**config.mk**
```make
export PLATFORM = sky130hd
export DESIGN_NAME = asw_write_cmd
export DESIGN_NICKNAME = d
export VERILOG_FILES = /design/src/design/asw_pkg.sv /design/src/design/asw_fifo.sv /design/src/design/asw_write_cmd.sv
export VERILOG_INCLUDE_DIRS = /design/src /design/src/design
export SDC_FILE = /design/constraint.sdc
export NUM_CORES = 1
export LEC_CHECK = 0
export ABC_AREA = 1
export BUFFER_PORTS_ARGS = -buffer_cell sky130_fd_sc_hd__clkbuf_2
export CAP_MARGIN = 20
export CORE_UTILIZATION = 40
export DETAILED_ROUTE_END_ITERATION = 6
export GPL_TIMING_DRIVEN = 1
export PLACE_DENSITY = 0.55
export SYNTH_ARGS = -nofsm -noshare
export SYNTH_HDL_FRONTEND = slang
export SYNTH_SLANG_ARGS = --single-unit
```
**constraint.sdc**
```tcl
create_clock -name clk -period 4.85 [get_ports clk]
set_clock_uncertainty 0.15 [all_clocks]
set_input_delay 0.2425 -clock clk [delete_from_list [all_inputs] [get_ports clk]]
set_output_delay 0.2425 -clock clk [all_outputs]
set_load 0.03 [all_outputs]
```
**src/design/asw_defs.svh**
```systemverilog
`ifndef ASW_DEFS_SVH
`define ASW_DEFS_SVH

`define ASW_OP_WRITE_SECT      8'h30
`define ASW_OP_WRITE_SECT_RTY  8'h31
`define ASW_OP_WRITE_NOERASE   8'h38
`define ASW_OP_WRITE_VERIFY    8'h3C
`define ASW_OP_WRITE_MULT      8'hC5
`define ASW_OP_WRITE_MULT_NOER 8'hCD

`define ASW_WORDS_PER_SECTOR   9'h100
`define ASW_MULT_BLOCK_SIZE    8'h01
`define ASW_LBA_BIT            6

`define ASW_ERR_ABORT          8'h04
`define ASW_ERR_WRITE_FAULT    8'h40

`endif

```
**src/design/asw_pkg.sv**
```systemverilog
package asw_pkg;
  typedef enum logic [2:0] {
    ST_IDLE,
    ST_SETUP,
    ST_XFER,
    ST_PROGRAM,
    ST_WAIT,
    ST_DONE
  } asw_state_e;

  typedef enum logic [1:0] {
    WM_NORMAL,
    WM_NO_ERASE,
    WM_VERIFY,
    WM_FORCE_NO_ERASE
  } asw_wmode_e;
endpackage : asw_pkg

```
**src/design/asw_fifo.sv**
```systemverilog
`timescale 1ns/10ps
module asw_fifo #(
  parameter int WIDTH = 16,
  parameter int DEPTH = 16
) (
  input  wire logic             clk,
  input  wire logic             reset_n,
  input  wire logic             flush,
  input  wire logic [WIDTH-1:0] inData,
  input  wire logic             inValid,
  output logic                  inReady,
  output logic      [WIDTH-1:0] outData,
  output logic                  outValid,
  input  wire logic             outReady
);
  localparam int AW = $clog2(DEPTH);

  logic [WIDTH-1:0] mem_q [DEPTH];
  logic [AW-1:0]    wrPtr_q;
  logic [AW-1:0]    rdPtr_q;
  logic [AW:0]      count_q;
  wire              doWrite = inValid && inReady;
  wire              doRead  = outValid && outReady;

  assign inReady  = (count_q != (AW+1)'(DEPTH)) && !flush;
  assign outValid = (count_q != '0);
  assign outData  = mem_q[rdPtr_q];

  always_ff @(posedge clk) begin
    if (doWrite) mem_q[wrPtr_q] <= inData;
  end

  always_ff @(posedge clk or negedge reset_n) begin
    if (!reset_n) begin
      wrPtr_q <= '0;
      rdPtr_q <= '0;
      count_q <= '0;
    end else if (flush) begin
      wrPtr_q <= '0;
      rdPtr_q <= '0;
      count_q <= '0;
    end else begin
      if (doWrite) wrPtr_q <= (wrPtr_q == AW'(DEPTH - 1)) ? '0 : wrPtr_q + AW'(1);
      if (doRead) rdPtr_q <= (rdPtr_q == AW'(DEPTH - 1)) ? '0 : rdPtr_q + AW'(1);
      count_q <= count_q + (AW+1)'(doWrite) - (AW+1)'(doRead);
    end
  end
endmodule : asw_fifo

```
**src/design/asw_write_cmd.sv**
```systemverilog
`timescale 1ns/10ps
`include "asw_defs.svh"
module asw_write_cmd #(
  parameter int FIFO_DEPTH = 16
) (
  input  wire logic        clk,
  input  wire logic        reset_n,
  input  wire logic [7:0]  cmdCode,
  input  wire logic        cmdStrobe,
  input  wire logic [7:0]  sectorCount,
  input  wire logic [7:0]  sectorNumber,
  input  wire logic [7:0]  cylinderLow,
  input  wire logic [7:0]  cylinderHigh,
  input  wire logic [7:0]  driveHead,
  input  wire logic [7:0]  multBlockSize,
  input  wire logic        multEnable,
  input  wire logic [15:0] hostData,
  input  wire logic        hostDataWrite,
  output logic             busy,
  output logic             dataRequest,
  output logic             errorFlag,
  output logic [7:0]       errorCode,
  output logic             intReq,
  output logic [7:0]       curSectorNumber,
  output logic [7:0]       curCylinderLow,
  output logic [7:0]       curCylinderHigh,
  output logic [3:0]       curHead,
  output logic [8:0]       sectorsLeft,
  output logic [27:0]      flashAddr,
  output logic             flashEraseFirst,
  output logic             flashVerify,
  output logic             flashStart,
  input  wire logic        flashDone,
  input  wire logic        flashFail,
  input  wire logic        flashSectorErased,
  output logic [15:0]      flashData,
  output logic             flashDataValid,
  input  wire logic        flashDataReady
);
  import asw_pkg::*;

  asw_state_e  state_q;
  asw_wmode_e  mode_q;
  logic        lba_q;
  logic [27:0] addr_q;
  logic [8:0]  left_q;
  logic [8:0]  words_q;
  logic        intReq_q;
  logic        err_q;
  logic [7:0]  errCode_q;
  logic        fifoReady;
  logic        fifoOutValid;
  logic [15:0] fifoOutData;

  function automatic logic [27:0] next_addr(input logic [27:0] a, input logic lba);
    logic [27:0] r;
    r = a + 28'h0000001;
    if (!lba) begin
      // chs: sector wraps within the track, head steps; geometry left to the flash side
      if (a[7:0] == 8'hFF) begin
        r[27:24] = a[27:24] + 4'h1;
        r[23:8]  = a[23:8] + ((a[27:24] == 4'hF) ? 16'h0001 : 16'h0000);
        r[7:0]   = 8'h01;
      end else begin
        r = {a[27:8], a[7:0] + 8'h01};
      end
    end
    return r;
  endfunction : next_addr

  wire isSect     = (cmdCode == `ASW_OP_WRITE_SECT) || (cmdCode == `ASW_OP_WRITE_SECT_RTY);
  wire isNoErase  = (cmdCode == `ASW_OP_WRITE_NOERASE);
  wire isVerify   = (cmdCode == `ASW_OP_WRITE_VERIFY);
  wire isMult     = (cmdCode == `ASW_OP_WRITE_MULT);
  wire isMultNoEr = (cmdCode == `ASW_OP_WRITE_MULT_NOER);
  wire isWriteCmd = isSect || isNoErase || isVerify || isMult || isMultNoEr;
  wire multBad    = (isMult || isMultNoEr)
                    && (!multEnable || multBlockSize != `ASW_MULT_BLOCK_SIZE);
  wire accept     = cmdStrobe && isWriteCmd && (state_q == ST_IDLE);
  wire [8:0] cnt  = (sectorCount == 8'h00) ? 9'h100 : {1'b0, sectorCount};
  // feature register never consulted
  wire [27:0] startAddr = {driveHead[3:0], cylinderHigh, cylinderLow,
                           sectorNumber};
  // host writes only land while request is up; busy guards the buffer
  wire wordIn     = hostDataWrite && dataRequest;

  asw_fifo #(.WIDTH(16), .DEPTH(FIFO_DEPTH)) u_fifo (
    .clk      (clk),
    .reset_n  (reset_n),
    .flush    (state_q == ST_IDLE),
    .inData   (hostData),
    .inValid  (wordIn),
    .inReady  (fifoReady),
    .outData  (fifoOutData),
    .outValid (fifoOutValid),
    .outReady (flashDataReady)
  );

  // request drops while fifo is full so the host stalls
  assign dataRequest     = (state_q == ST_XFER) && fifoReady && (words_q != 9'h000);
  assign busy            = (state_q == ST_SETUP) || (state_q == ST_PROGRAM) || (state_q == ST_WAIT)
                           || (state_q == ST_XFER && !dataRequest);
  assign flashData       = fifoOutData;
  assign flashDataValid  = fifoOutValid;
  assign flashAddr       = addr_q;
  assign flashStart      = (state_q == ST_SETUP);
  // 38h with a dirty sector falls back to erase-then-write
  assign flashEraseFirst = (mode_q == WM_NORMAL) || (mode_q == WM_VERIFY)
                           || ((mode_q == WM_NO_ERASE) && !flashSectorErased);
  assign flashVerify     = (mode_q == WM_VERIFY);
  assign intReq          = intReq_q;
  assign errorFlag       = err_q;
  assign errorCode       = errCode_q;
  assign curSectorNumber = addr_q[7:0];
  assign curCylinderLow  = addr_q[15:8];
  assign curCylinderHigh = addr_q[23:16];
  assign curHead         = addr_q[27:24];
  assign sectorsLeft     = left_q;

  // set wins over clear; the states keep the two apart anyway
  wire setInt     = (state_q == ST_WAIT) || (state_q == ST_DONE);
  wire firstWord  = (state_q == ST_XFER) && wordIn && (words_q == `ASW_WORDS_PER_SECTOR);
  wire clrInt     = ((state_q == ST_IDLE) && cmdStrobe) || firstWord;
  wire abortCmd   = accept && multBad;
  wire progFail   = (state_q == ST_PROGRAM) && flashDone && flashFail;

  always_ff @(posedge clk or negedge reset_n) begin
    if (!reset_n) intReq_q <= 1'b0;
    else if (setInt) intReq_q <= 1'b1;
    else if (clrInt) intReq_q <= 1'b0;
  end

  always_ff @(posedge clk or negedge reset_n) begin
    if (!reset_n) begin
      err_q     <= 1'b0;
      errCode_q <= 8'h00;
    end else if (abortCmd) begin
      err_q     <= 1'b1;
      errCode_q <= `ASW_ERR_ABORT;
    end else if (progFail) begin
      err_q     <= 1'b1;
      errCode_q <= `ASW_ERR_WRITE_FAULT;
    end else if (accept) begin
      err_q     <= 1'b0;
      errCode_q <= 8'h00;
    end
  end

  always_ff @(posedge clk or negedge reset_n) begin
    if (!reset_n) begin
      state_q <= ST_IDLE;
      mode_q  <= WM_NORMAL;
      lba_q   <= 1'b0;
      addr_q  <= '0;
      left_q  <= '0;
      words_q <= '0;
    end else begin
      case (state_q)
        ST_IDLE: begin
          if (abortCmd) begin
            state_q <= ST_DONE;
          end else if (accept) begin
            // no-erase variants skip the implicit erase; only 38h may fall back
            mode_q  <= isMultNoEr ? WM_FORCE_NO_ERASE :
                       isNoErase  ? WM_NO_ERASE :
                       isVerify   ? WM_VERIFY : WM_NORMAL;
            lba_q   <= driveHead[`ASW_LBA_BIT];
            addr_q  <= startAddr;
            left_q  <= cnt;
            words_q <= `ASW_WORDS_PER_SECTOR;
            state_q <= ST_SETUP; // busy first
          end
        end
        ST_SETUP: begin
          state_q <= ST_XFER; // request rises, busy drops, no interrupt
        end
        ST_XFER: begin
          if (wordIn && fifoReady) begin
            words_q <= words_q - 9'h001;
            if (words_q == 9'h001) state_q <= ST_PROGRAM; // busy up, request down
          end
        end
        ST_PROGRAM: begin
          if (progFail) begin
            state_q <= ST_DONE; // failing address stays put
          end else if (flashDone && left_q == 9'h001) begin
            left_q  <= 9'h000;
            state_q <= ST_DONE; // busy held until programmed
          end else if (flashDone) begin
            left_q  <= left_q - 9'h001;
            addr_q  <= next_addr(addr_q, lba_q);
            words_q <= `ASW_WORDS_PER_SECTOR;
            state_q <= ST_WAIT;
          end
        end
        ST_WAIT: begin
          state_q <= ST_XFER; // next sector: request plus interrupt
        end
        ST_DONE: begin
          state_q <= ST_IDLE;
        end
        default: state_q <= ST_IDLE;
      endcase
    end
  end
endmodule : asw_write_cmd

```
-- After elaboration in Yosys (flattened, before gate mapping)
Memory sizes are Yosys's and may differ from the RTL's.
Cells that the tools add are included.
- memory bits (writable): 256
- memories kept: 1
- latch bits: 0
- input port bits: 81
- flip-flop bits (word level): 75
- memory bits (read-only): 0
- word-level logic and storage cells: 163
- output and inout bits: 97
- reductions and logical operators: 54
- div/mod/pow operators: 0
- equality and inequality tests: 33
- add/subtract/negate cells: 10
- muxes and demuxes: 51
- bitwise logic cells: 1
- shift operators: 0
- $mul: 0
- $lt $le $gt $ge: 0
- memories (name ; depth ; width ; read ports ; clocked after memory_dff ; wr ports ; RTL line ; text):
    u_fifo.mem_q ; 16 ; 16 ; 1 ; 0 ; 1 ; asw_fifo.sv:18 ; logic [WIDTH-1:0] mem_q [DEPTH];
- operator list (operator ; number):
    $mux W28 ; 7
    $mux W9 ; 12
    $pmux W28 S2 ; 1
    $eq A8 B6 Y1 const B ; 4
    $add A28 B1 Y28 const B ; 1
    $pmux W9 S3 ; 1
    $eq A8 B8 Y1 const B ; 3
    $mux W4 ; 6
    $mux W8 ; 3
    $mux W3 ; 7
    $eq A9 B1 Y1 const B ; 2
    $logic_and A1 B1 Y1 ; 18
    $pmux W9 S2 ; 1
    $sub A9 B1 Y9 const B ; 2
    $add A16 B1 Y16 ; 1
    $logic_or A1 B1 Y1 ; 14
    $reduce_and A7 Y1 ; 2
    $add A4 B1 Y4 const B ; 3
    $eq A4 B4 Y1 const B ; 3
    $pmux W3 S4 ; 1
    $ne A2 B2 Y1 const B ; 5
    $eq A9 B9 Y1 const B ; 1
    $reduce_bool A9 Y1 ; 1
    $add A8 B1 Y8 const B ; 1
    other kinds (29) ; 49

-- Longest topological paths before layout
Gate-level depths: netlist of the first run.
- depth after elaboration: 11
- gate-level depth with buffers: 16
- depth with buffers taken out: 16

-- Hierarchy
A second synthesis of the first run with hierarchy kept.
- cell total of the unflattened synthesis: 1899
- area, all modules: 16542.1 um^2
- by module, submodules not included (module ; times used ; seq. area each (um^2) ; cells each ; area each (um^2)):
    asw_fifo ; 1 ; 8012.7 ; 1128 ; 11676.2
    asw_write_cmd ; 1 ; 1401.3 ; 771 ; 4865.9

-- Worst setup path before layout of the first run
OpenSTA, ideal clock, no wires.
- path kind: register -> register
- start point: register u_fifo.count_q[3]
- end point: register u_fifo.count_q[4]
- buffers on the path: 0
- library setup time: 0.128 ns
- cell stages (with the launch flop): 17
- slack: 2.040 ns
- data required time: 4.572 ns
- period minus slack after synthesis: 2.810 ns
- arrival: 2.532 ns
- path through: dfrtp_1 > inv_1 > ha_1 > nand4_1 > nand2_1 > inv_1 > ha_1 > inv_1 > ha_1 > inv_1 > fa_1 > inv_1 > nand2_1 > a21oi_1 > nor2_1 > xor2_1 > nor2_1
- elaborated cells on any way between the ends: 11
- classes of those cells: add/sub (2); eq/ne (1); mux (1); reduce/logical (7)
- RTL lines (item ; RTL line ; text):
    start: declaration ; asw_fifo.sv:21 ; logic [AW:0] count_q;
    start signal: assignment ; asw_fifo.sv:45 ; count_q <= count_q + (AW+1)'(doWrite) - (AW+1)'(doRead);
    $reduce_bool A5 Y1 ; asw_fifo.sv:26 ; assign outValid = (count_q != '0);
    via flashDataValid ; asw_write_cmd.sv:37 ; output logic flashDataValid,
    $logic_and A1 B1 Y1 ; asw_fifo.sv:23 ; wire doRead = outValid && outReady;
    $sub A5 B1 Y5 ; asw_fifo.sv:45 ;
    $mux W5 ; asw_fifo.sv:38 ; end else if (flush) begin
The timed path passes the listed nets, and every way through them passes these cells.
A chain may end at the register's enable or synchronous reset.

-- Final worst setup path of the first run
- start point: register u_fifo.rdPtr_q[3]
- end point: output port flashData[10]
- word-level cells in the longest chain between the ends: 1
- ends and longest elaborated chain (item ; RTL line ; text):
    start: declaration ; asw_fifo.sv:20 ; logic [AW-1:0] rdPtr_q;
    start signal: assignment ; asw_fifo.sv:44 ; if (doRead) rdPtr_q <= (rdPtr_q == AW'(DEPTH - 1)) ? '0 : rdPtr_q + AW'(1);
    $mem_v2 Z16 W16 ; - ;
    end: declaration ; asw_write_cmd.sv:36 ; output logic [15:0] flashData,
No other way between the ends.

==> results of run 1 <==
registers in the layout, indices dropped and copies added, names as in the netlist:
signal,flops
intReq,1
state_q,3
sectorsLeft,9
u_fifo.count_q,5
mode_q,2
u_fifo.rdPtr_q,4
lba_q,1
errorCode,2
errorFlag,1
u_fifo.wrPtr_q,4
u_fifo.mem_q,256
flashAddr,28
words_q,9
power groups by stage:
| stage | clock (mW) | sequential [mW] | combinational (mW) |
|---|---|---|---|
| 4_1_cts | 2.78 | 3.70 | 4.12 |
| 3_3_place_gp | 0 | 3.75 | 4.02 |
| 5_1_grt | 2.89 | 3.76 | 4.52 |
| 3_5_place_dp | 0 | 3.76 | 4.07 |
| 6_report | 2.74 | 3.71 | 4.08 |
| 2_1_floorplan | 0 | 3.92 | 2.88 |
kinds of logic after synthesis:
| logic type | Yosys count | share of synthesized area, % |
|---|---|---|
| xor+xnor | 21 | 1.18 |
| flops | 325 | 60.3 |
| buf+inv | 209 | 6.19 |
| compound gates | 296 | 11.2 |
| simple gates | 701 | 19.3 |
| fa+ha+maj | 21 | 1.73 |
| other cells | 1 | 0.0240 |
| mux | 2 | 0.128 |
cell usage after synthesis:
cell type	n	area share [%]
nor4_1	1	0.040
nand3_4	1	0.11
o21ai_1	15	0.48
dfrtp_1	69	11
conb_1	1	0.024
clkbuf_1	45	1.1
nand3_2	3	0.19
and2_1	2	0.080
o21ai_0	124	4.0
nand3_1	99	3.2
a21oi_4	1	0.10
inv_1	107	2.6
buf_1	3	0.072
nand3b_1	5	0.24
nand4_2	1	0.080
o21ai_2	15	0.84
a21oi_1	66	2.1
o211ai_1	3	0.14
buf_6	6	0.43
nand2_2	7	0.28
nor2_1	179	4.3
ha_1	20	1.6
mux2i_1	2	0.13
or2_2	15	0.60
buf_4	34	1.6
nand4_1	18	0.72
nor3b_1	2	0.096
fa_1	1	0.13
inv_2	6	0.14
nor2_2	4	0.16
o221ai_1	7	0.39
a221oi_1	21	1.2
nand2_1	353	8.5
o22ai_1	30	1.2
edfxtp_1	256	49
o221a_2	5	0.36
a22oi_1	3	0.14
xor2_1	18	1.0
nor2_8	1	0.13
o32ai_1	1	0.056
nor2_4	6	0.43
a31oi_1	5	0.20
buf_2	8	0.26
nor3_1	4	0.13
xnor2_1	3	0.17
layer usage:
metal / GRT usage [%] / up-vias / routed length (um)
met5: 0 / - / 0
met4: 6.53 / 0 / 1000
met3: 4.15 / 62 / 2510
met2: 36.3 / 365 / 20700
met1: 29.2 / 5784 / 19100
li1: - / 5817 / -
worst reg2reg max path: stages, from the launching register on:
cell and delay [ns]:
dfrtp_1 0.41, nor2_2 0.18, inv_2 0.07, nor2_4 0.22, o21ai_2 0.09, inv_2 0.08
nand3_4 0.12, inv_2 0.20, nand2_1 0.19, nor2_2 0.61, buf_4 0.36
timing repair:
action | CTS | global route
hold buffers | 60 | 0
hold endpoints to repair | 307 | 0
buffers inserted | 0 | 0
area by class of cell:
cell class	count	share of cell area, %
timing repair buffer	254	8.87
sequential	325	50.6
inverter	113	2.29
clock buffer	43	5.20
tap	518	3.48
multi-input combinational	1047	28.4
clock inverter	21	1.12
cell usage in the layout, fill, tap and decap left out, drive strengths merged, types with 3 or more instances in the layout:
| cell | n |
|---|---|
| conb | 6 |
| ha | 20 |
| dfrtp | 69 |
| o221a | 5 |
| a22oi | 3 |
| nand3b | 5 |
| o211ai | 3 |
| o221ai | 7 |
| clkinv | 16 |
| buf | 27 |
| bufinv | 3 |
| o21ai | 154 |
| edfxtp | 256 |
| nand2 | 360 |
| or2 | 15 |
| nand4 | 19 |
| a21oi | 67 |
| nor2 | 190 |
| xnor2 | 3 |
| clkbuf | 210 |
| a31oi | 5 |
| nand3 | 103 |
| inv | 113 |
| nor3 | 4 |
| o22ai | 30 |
| a221oi | 21 |
| xor2 | 18 |
| dlygate4sd3 | 60 |
per-stage QoR:
stage | utilization, % | instances | hold slack (ns) | setup WS (ns)
3_5_place_dp | 43.7 | 2197 | 0.135 | 1.66
5_1_grt | 48.3 | 2321 | 0.0220 | 0.952
6_report | 48.3 | 2321 | 0.0117 | 1.07
2_1_floorplan | - | 1581 | -0.203 | 2.04
4_1_cts | 48.3 | 2321 | 0.00682 | 1.07
3_3_place_gp | 43.7 | 2197 | 0.146 | 1.63
how the worst max path moves through the flow:
| stage | end | slack, ns | from | depth (start not counted) |
|---|---|---|---|---|
| after floorplan | u_fifo.count_q[4] | 2.04 | u_fifo.count_q[3] | 16 |
| after global placement | flashData[0] | 1.63 | u_fifo.rdPtr_q[3] | 5 |
| after detailed placement | flashData[1] | 1.66 | u_fifo.rdPtr_q[3] | 5 |
| after CTS | flashData[1] | 1.07 | u_fifo.rdPtr_q[3] | 5 |
| after global routing | flashData[0] | 0.95 | u_fifo.rdPtr_q[3] | 5 |
| final | flashData[10] | 1.07 | u_fifo.rdPtr_q[3] | 5 |
==> out/results.txt, run 1 <==
Outcome - completed
Share of layout cells above drive strength 1 - 18.4%
DRC viols - 0
Vias per Instance - 5.18
R2R setup slack - 1.86 ns
Max-slew headroom - 25.6%
Clock sinks - 325
Startpoint class of the critical path - flop
Vert. Die Dim - 200 um
Count of different cell masters after synthesis - 45
WHS Path Cells - 1
DIE WIDTH - 200 um
Sequential power share - 35.2%
Largest delay share family, worst path - flip-flops
Layout Nets - 1880
Total iterations of the first detailed-routing run - 5
Total power draw - 10.5 mW
Fmax - 265 MHz
RSZ-0062 raised after global routing - false
YS warnings - 0
Starting Density - 40.5%
Clock-pin slew on the worst setup and hold paths - 0.06 ns
Comb pwr share - 38.8%
CTS tree - yes
CP dominant cell by count - o21ai_0
Placed Area - 16800 sq um
Root buf cell - clkbuf_16
CTS buffer count - 37
Syn_area_per_cell - 9.91 sq um
Switching Fraction - 42.3%
Multi-input logic area - 5290 sq um
Worst hold start - hostData[11]
H-tree depth - 2
Psw - 4.45 mW
Final Cycle Share - 77.9%
CP Data Required Time - 4.46 ns
Max VDD drop - 521 uV
Top-level port count - 178
Worst EP arrival - 3.39 ns
Worst path slowest cell - dfrtp_1
Leak Pwr - 7.51 nW
Wirelength per Cell - 18.6 um
Crit path max fanout - 21
Largest net degree at the start of global routing - 83
Reg2reg path depth - 10
Clk Latency, worst-skew pair - 0.55 ns
First-pass GRT wire length - 65600 um
Gr ovfl total - 0
Internal Pwr Total - 6.08 mW
Fin crit period - 3.78 ns
GP Congestion - 0.838
DR iter-0 viols - 861
CTS resizes - 0
Total wire length - 43300 um
Count of final setup violators - 0
Core region area - 38600 sq um
Max stage delay on crit path - 1.08 ns
Row count - 72
Vias - 12028
Remaining antenna violation count after routing - 0
Sequential Area - 9420 sq um
Hold Crit Endpoint - u_fifo.mem_q[5][11]
Post-synthesis cell count - 1576
Clk pwr share - 26.0%
CP endpoint kind - primary output
R2R Path Start - state_q[0]
Port bufs - 168
WP buf/inv - 2
#FFs+latches synth - 325
Netlist Area Pre-Place - 15600 sq um
Post-DP HPWL - 26500 um
Design area - 18600 sq um
Worst-margin pin slew - 1.12 ns
Global-route usage over all layers - 21.9%
Max Transition Viols Final - 0
Post-synthesis sequential area ratio - 60.3%
Full die area - 39800 sq um
Setup TNS - 0 ns
Diode count - 0
Worst path cell trace - inv_1, a221oi_1, o21ai_0, o21ai_0, clkbuf_2
Filler instances - 3672
Final Hold Fails - 0
Crit path kind - reg2out
Max Buffers Root-to-Sink - 3
Antenna violations before repair - 0
Critical R2R Capture - u_fifo.mem_q[12][11]
# Max-Cap Violations - 0
Pwr/cell area - 566 nW/um^2
Area grow syn2layout - 19.2%
Vias in the first global route - 11390
HP Class - in2reg
No activity file was read; power rests on OpenSTA's default activity.
==> run 2, diff against run 1 <==
clock period = 3.8 ns   (was 4.85 ns; I/O delays follow)
==> run 2 against run 1 <==
Power increased by 27%; critical path depth increased by 2; first-iteration DRC count increased by 7.4%; critical path type unchanged; largest cell class unchanged; worst hold slack better by 0.036 ns.
==> out/results.txt, run 2 (same netlist as run 1, synthesis figures left out) <==
Vias per Instance - 5.10 (-1.6%)
Pwr/cell area - 716 nW/um^2 (+27%)
Max Buffers Root-to-Sink - 3 (unchanged)
Starting Density - 40.5% (unchanged)
Post-DP HPWL - 26300 um (-0.79%)
Row count - 72 (unchanged)
Vert. Die Dim - 200 um (unchanged)
CTS tree - yes
R2R Path Start - state_q[0]
Crit path max fanout - 13 (-38%)
Full die area - 39800 sq um (unchanged)
Reg with most FFs - u_fifo.mem_q
H-tree depth - 2 (unchanged)
GR peak layer - met2
DR iter-0 viols - 925 (+7.4%)
Wirelength per Cell - 17.9 um (-4.2%)
Total wire length - 41700 um (-3.7%)
R2R setup slack - 0.95 ns (-0.91 ns)
Leak Pwr - 7.55 nW (+0.54%)
Total iterations of the first detailed-routing run - 5 (unchanged)
Antenna violations before repair - 0 (unchanged)
Diode count - 0 (unchanged)
WHS Path Cells - 6 (+5)
Fin crit period - 3.44 ns
Switching Fraction - 42.5% (+0.26 points)
GRT met1 Usage - 28.9% (-0.30 points)
Multi-input logic area - 5290 sq um (unchanged)
Most common cell after layout, fill and taps aside - nand2_1
Share of layout cells above drive strength 1 - 18.6% (+0.16 points)
Clock-pin slew on the worst setup and hold paths - 0.06 ns (about the same)
Comb pwr share - 38.6% (-0.2 points)
Reg2reg path depth - 10 (unchanged)
First-pass GRT wire length - 64700 um (-1.5%)
Port bufs - 168 (unchanged)
Fmax - 290 MHz
Sequential power share - 35.7% (+0.5 points)
RSZ-0062 raised after global routing - false
Final Cycle Share - 90.6%
Largest net degree at the start of global routing - 84 (+1.2%)
HP Class - in2reg
CP endpoint kind - primary output
Remaining antenna violation count after routing - 0 (unchanged)
Met2 Track Usage GR - 35.6% (-0.69 points)
DIE WIDTH - 200 um (unchanged)
Sequential Area - 9420 sq um (unchanged)
Worst-margin pin slew - 0.712 ns (-0.403 ns)
Post-CTS Setup Repair Bufs - 0 (unchanged)
Outcome - completed
Critical R2R Capture - u_fifo.mem_q[2][10]
Max Transition Viols Final - 0 (unchanged)
Clock sinks - 325 (unchanged)
Clk pwr share - 25.7% (-0.3 points)
GP Congestion - 0.823 (-1.8%)
Max VDD drop - 554 uV (+6.4%)
Area grow syn2layout - 19.8%
Max-slew headroom - 52.4% (+27 points)
Core region area - 38600 sq um (unchanged)
GR Util met3 - 3.31% (-0.84 points)
DRC viols - 0 (unchanged)
Total power draw - 13.4 mW (+27%)
Max reg flops - 256 (unchanged)
CP Data Required Time - 3.46 ns (-1.00 ns)
Psw - 5.69 mW (+28%)
Worst EP arrival - 3.10 ns (-0.29 ns)
Clk Latency, worst-skew pair - 0.55 ns (about the same)
Filler instances - 3607 (-1.8%)
Global-route usage over all layers - 21.3% (-0.63 points)
Root buf cell - clkbuf_16
Commonest cells after routing, fill and taps aside - 353 x nand2_1, 256 x edfxtp_1, 167 x clkbuf_2, 163 x nor2_1, 124 x o21ai_0
Setup TNS - 0 ns (unchanged)
Internal Pwr Total - 7.69 mW (+27%)
CTS buffer count - 37 (unchanged)
Layout Nets - 1889 (+0.48%)
Gr ovfl total - 0 (unchanged)
Worst hold start - cmdCode[4]
# Max-Cap Violations - 0 (unchanged)
Final Hold Fails - 0 (unchanged)
Vias in the first global route - 11588 (+1.7%)
Top-level port count - 178 (unchanged)
Hold Crit Endpoint - errorCode[2]
Vias - 11897 (-1.1%)
Crit path kind - reg2out
Startpoint class of the critical path - flop
Count of final setup violators - 0 (unchanged)
[run 2: cell type report]
cell class	count	share of cell area, %
Sequential cell	325	50.4
Inverter	113	2.27
Multi-Input combinational cell	1047	28.3
Clock buffer	48	5.33
Tap cell	518	3.47
Timing Repair Buffer	263	9.31
Clock inverter	18	0.957
[run 2: worst max path at each step]
| stage | from | end | slack [ns] | depth (start not counted) |
|---|---|---|---|---|
| floorplan | u_fifo.count_q[3] | u_fifo.count_q[4] | 0.99 | 16 |
| global placement | u_fifo.rdPtr_q[1] | flashData[11] | 0.82 | 7 |
| detailed placement | u_fifo.rdPtr_q[1] | flashData[11] | 0.81 | 7 |
| CTS | u_fifo.rdPtr_q[1] | flashData[11] | 0.25 | 7 |
| global route | u_fifo.rdPtr_q[1] | flashData[11] | 0.17 | 7 |
| finish | u_fifo.rdPtr_q[1] | flashData[11] | 0.36 | 7 |
[run 2: power by group through the flow]
stage / logic [mW] / clock network (mW) / registers [mW]
finish: 5.17 / 3.44 / 4.78
global route: 5.74 / 3.66 / 4.84
CTS: 5.22 / 3.51 / 4.77
detailed placement: 5.15 / 0 / 4.84
global placement: 5.09 / 0 / 4.83
floorplan: 3.68 / 0 / 5.00
[run 2: repair_timing]
item | 4_1_cts | 5_1_grt
hold endpoints to repair | 359 | 0
resized for setup | 0 | 0
hold buffers | 64 | 0
[run 2: metrics by stage]
stage,setup WS [ns],hold slack (ns),instance area (sq um),cells,util (%)
floorplan,0.990,-0.256,15600,1581,-
global placement,0.824,0.142,16900,2202,43.8
detailed placement,0.808,0.134,16900,2202,43.8
CTS,0.248,0.0319,18700,2332,48.5
global route,0.173,0.0922,18700,2332,48.5
finish,0.357,0.0472,18700,2332,48.5
[run 2: worst max-delay path, cell delays in order, from the launching register on]
cell and delay [ns]:
dfrtp_1 0.60, inv_1 0.11, nand2_1 0.55, inv_1 0.50, nand3_1 0.17, nand3_1 0.08, o21ai_0 0.30, clkbuf_2 0.27
[run 2: metal layers]
layer | routed length, um | part of all wire, %
met4 | 646 | 1.6
met3 | 1900 | 4.5
met2 | 20000 | 48
met5 | 0 | 0
met1 | 19100 | 46
==> run 3, diff against run 2 <==
CELL_PAD_IN_SITES_DETAIL_PLACEMENT = 1   (was not set)
CELL_PAD_IN_SITES_GLOBAL_PLACEMENT = 1   (was not set)
CORE_ASPECT_RATIO = 1.4   (was not set)
PLACE_DENSITY = 0.68   (was 0.55)
==> run 3 against run 2 <==
Final cell count is 0.13% lower; clock power is 5% higher; global-route usage is 2.6 points higher; power is 2.4% higher; via count is 3.8% higher; clock-buffer cell count is 5 lower; worst hold slack worse by 0.029 ns; first-iteration DRC count is 35% lower; sequential share of layout area hardly changed; die area hardly changed; largest cell class unchanged; highest routed layer unchanged.
==> out/results.txt, run 3 (same netlist as run 1, synthesis figures left out) <==
Wirelength per Cell - 20.1 um (+13%)
Max Buffers Root-to-Sink - 3 (unchanged)
HP Class - in2reg
Global-route usage over all layers - 24.0% (+2.6 points)
Area grow syn2layout - 19.8% (about the same)
Worst EP arrival - 2.96 ns (-0.14 ns)
Max VDD drop - 430 uV (-22%)
Layout Nets - 1884 (-0.26%)
Filler instances - 4407 (+22%)
Remaining antenna violation count after routing - 0 (unchanged)
Placed Area - 16900 sq um (about the same)
CTS buffer count - 35 (-5.4%)
Count of final setup violators - 0 (unchanged)
Vert. Die Dim - 236 um (+18%)
Max reg flops - 256 (unchanged)
Design area - 18700 sq um (about the same)
DR iter-0 viols - 599 (-35%)
Crit path max fanout - 13 (unchanged)
Hold slack - 0.0180 ns (-0.0292 ns)
Setup TNS - 0 ns (unchanged)
First-pass GRT wire length - 73000 um (+13%)
Max Transition Viols Final - 0 (unchanged)
Clk Latency, worst-skew pair - 0.53 ns (-0.02 ns)
Full die area - 39800 sq um (about the same)
Worst hold start - cmdCode[2]
Starting Density - 40.6% (+0.061 points)
CP endpoint kind - primary output
Clock-pin slew on the worst setup and hold paths - 0.06 ns (about the same)
Critical R2R Capture - u_fifo.count_q[4]
DIE WIDTH - 169 um (-15%)
CP Data Required Time - 3.46 ns (about the same)
Fin crit period - 3.30 ns (-0.138 ns)
Final Hold Fails - 0 (unchanged)
Clock sinks - 325 (unchanged)
# Max-Cap Violations - 0 (unchanged)
Share of layout cells above drive strength 1 - 18.2% (-0.37 points)
R2R Path Start - u_fifo.count_q[3]
Pwr/cell area - 733 nW/um^2 (+2.4%)
R2R setup slack - 0.92 ns (-0.03 ns)
Vias per Instance - 5.30 (+3.9%)
Port bufs - 168 (unchanged)
Commonest cells after routing, fill and taps aside - 353 x nand2_1, 256 x edfxtp_1, 167 x nor2_1, 167 x clkbuf_2, 124 x o21ai_0
Most common cell after layout, fill and taps aside - nand2_1
Antenna violations before repair - 0 (unchanged)
Vias in the first global route - 13282 (+15%)
CTS tree - yes
RSZ-0062 raised after global routing - false
WHS Path Cells - 5 (-1)
Vias - 12346 (+3.8%)
Fmax - 303 MHz (+4.2%)
DRC viols - 0 (unchanged)
Row count - 85 (+18%)
Final Cycle Share - 87.0% (-3.6 points)
Root buf cell - clkbuf_16
Diode count - 0 (unchanged)
Reg2reg path depth - 16 (+6)
H-tree depth - 2 (unchanged)
Total iterations of the first detailed-routing run - 5 (unchanged)
Total wire length - 46900 um (+13%)
Post-CTS Setup Repair Bufs - 0 (unchanged)
Worst-margin pin slew - 0.779 ns (+0.0662 ns)
GP Congestion - 0.824 (+0.11%)
Startpoint class of the critical path - flop
Crit path kind - reg2out
Top-level port count - 178 (unchanged)
Largest net degree at the start of global routing - 130 (+55%)
Post-layout util - 48.6% (+0.089 points)
Leak Pwr - 7.55 nW (about the same)
Outcome - completed
Gr ovfl total - 0 (unchanged)
Post-DP HPWL - 29700 um (+13%)
Max-slew headroom - 48.0% (-4.4 points)
Core region area - 38500 sq um (-0.15%)
Reg with most FFs - u_fifo.mem_q
Hold Crit Endpoint - mode_q[1]
[run 3: worst max-delay path by stage]
| stage | startpoint | end | slack, ns | cells past startpoint |
|---|---|---|---|---|
| 4_1_cts | u_fifo.rdPtr_q[2] | flashData[7] | 0.46 | 6 |
| 3_5_place_dp | u_fifo.count_q[2] | u_fifo.count_q[4] | 0.97 | 16 |
| 6_report | u_fifo.rdPtr_q[1] | flashData[7] | 0.50 | 7 |
| 3_3_place_gp | flashAddr[24] | flashAddr[14] | 1.05 | 13 |
| 2_1_floorplan | u_fifo.count_q[3] | u_fifo.count_q[4] | 0.99 | 16 |
| 5_1_grt | u_fifo.rdPtr_q[1] | flashData[3] | 0.33 | 8 |
[run 3: final cells by class]
class,count,area (sq um),area share [%]
Inverter,113,425,2.27
Clock inverter,19,256,1.37
Multi-Input combinational cell,1047,5280,28.2
Clock buffer,43,948,5.07
Sequential cell,325,9420,50.3
Tap cell,522,653,3.49
Timing Repair Buffer,260,1720,9.22
[run 3: metal layers]
layer | up-vias | track usage, % | routed length (um) | part of all wire, %
met5 | - | 0 | 0 | 0
met4 | 0 | 7.10 | 1120 | 2.4
met3 | 61 | 2.99 | 1720 | 3.7
met2 | 278 | 46.4 | 25600 | 55
met1 | 6190 | 26.9 | 18400 | 39
li1 | 5817 | - | - | -
[run 3: report_power, final]
part	switching, mW	internal [mW]
registers	0.533	4.20
logic	3.82	1.55
clock network	1.42	2.19
[run 3: repair_timing]
item                                   4_1_cts  5_1_grt
hold buffers                                61        0
endpoints found under the hold margin      347        0
gates resized for setup                      0        0
[run 3: critical path, cell delays in order (launching register included)]
cell and delay (ns):
dfrtp_1 0.66, inv_1 0.13, nand2_1 0.42, inv_1 0.47
nand3_1 0.20, nand4_1 0.11, nand2_1 0.19, clkbuf_2 0.25
[run 3: metrics by stage]
| stage | total power, mW | worst slack, ns | std cells |
|---|---|---|---|
| 2_1_floorplan | 8.67 | 0.990 | 1581 |
| 3_3_place_gp | 9.97 | 1.05 | 2206 |
| 3_5_place_dp | 10.1 | 0.967 | 2206 |
| 4_1_cts | 13.9 | 0.461 | 2329 |
| 5_1_grt | 14.5 | 0.334 | 2329 |
| 6_report | 13.7 | 0.496 | 2329 |
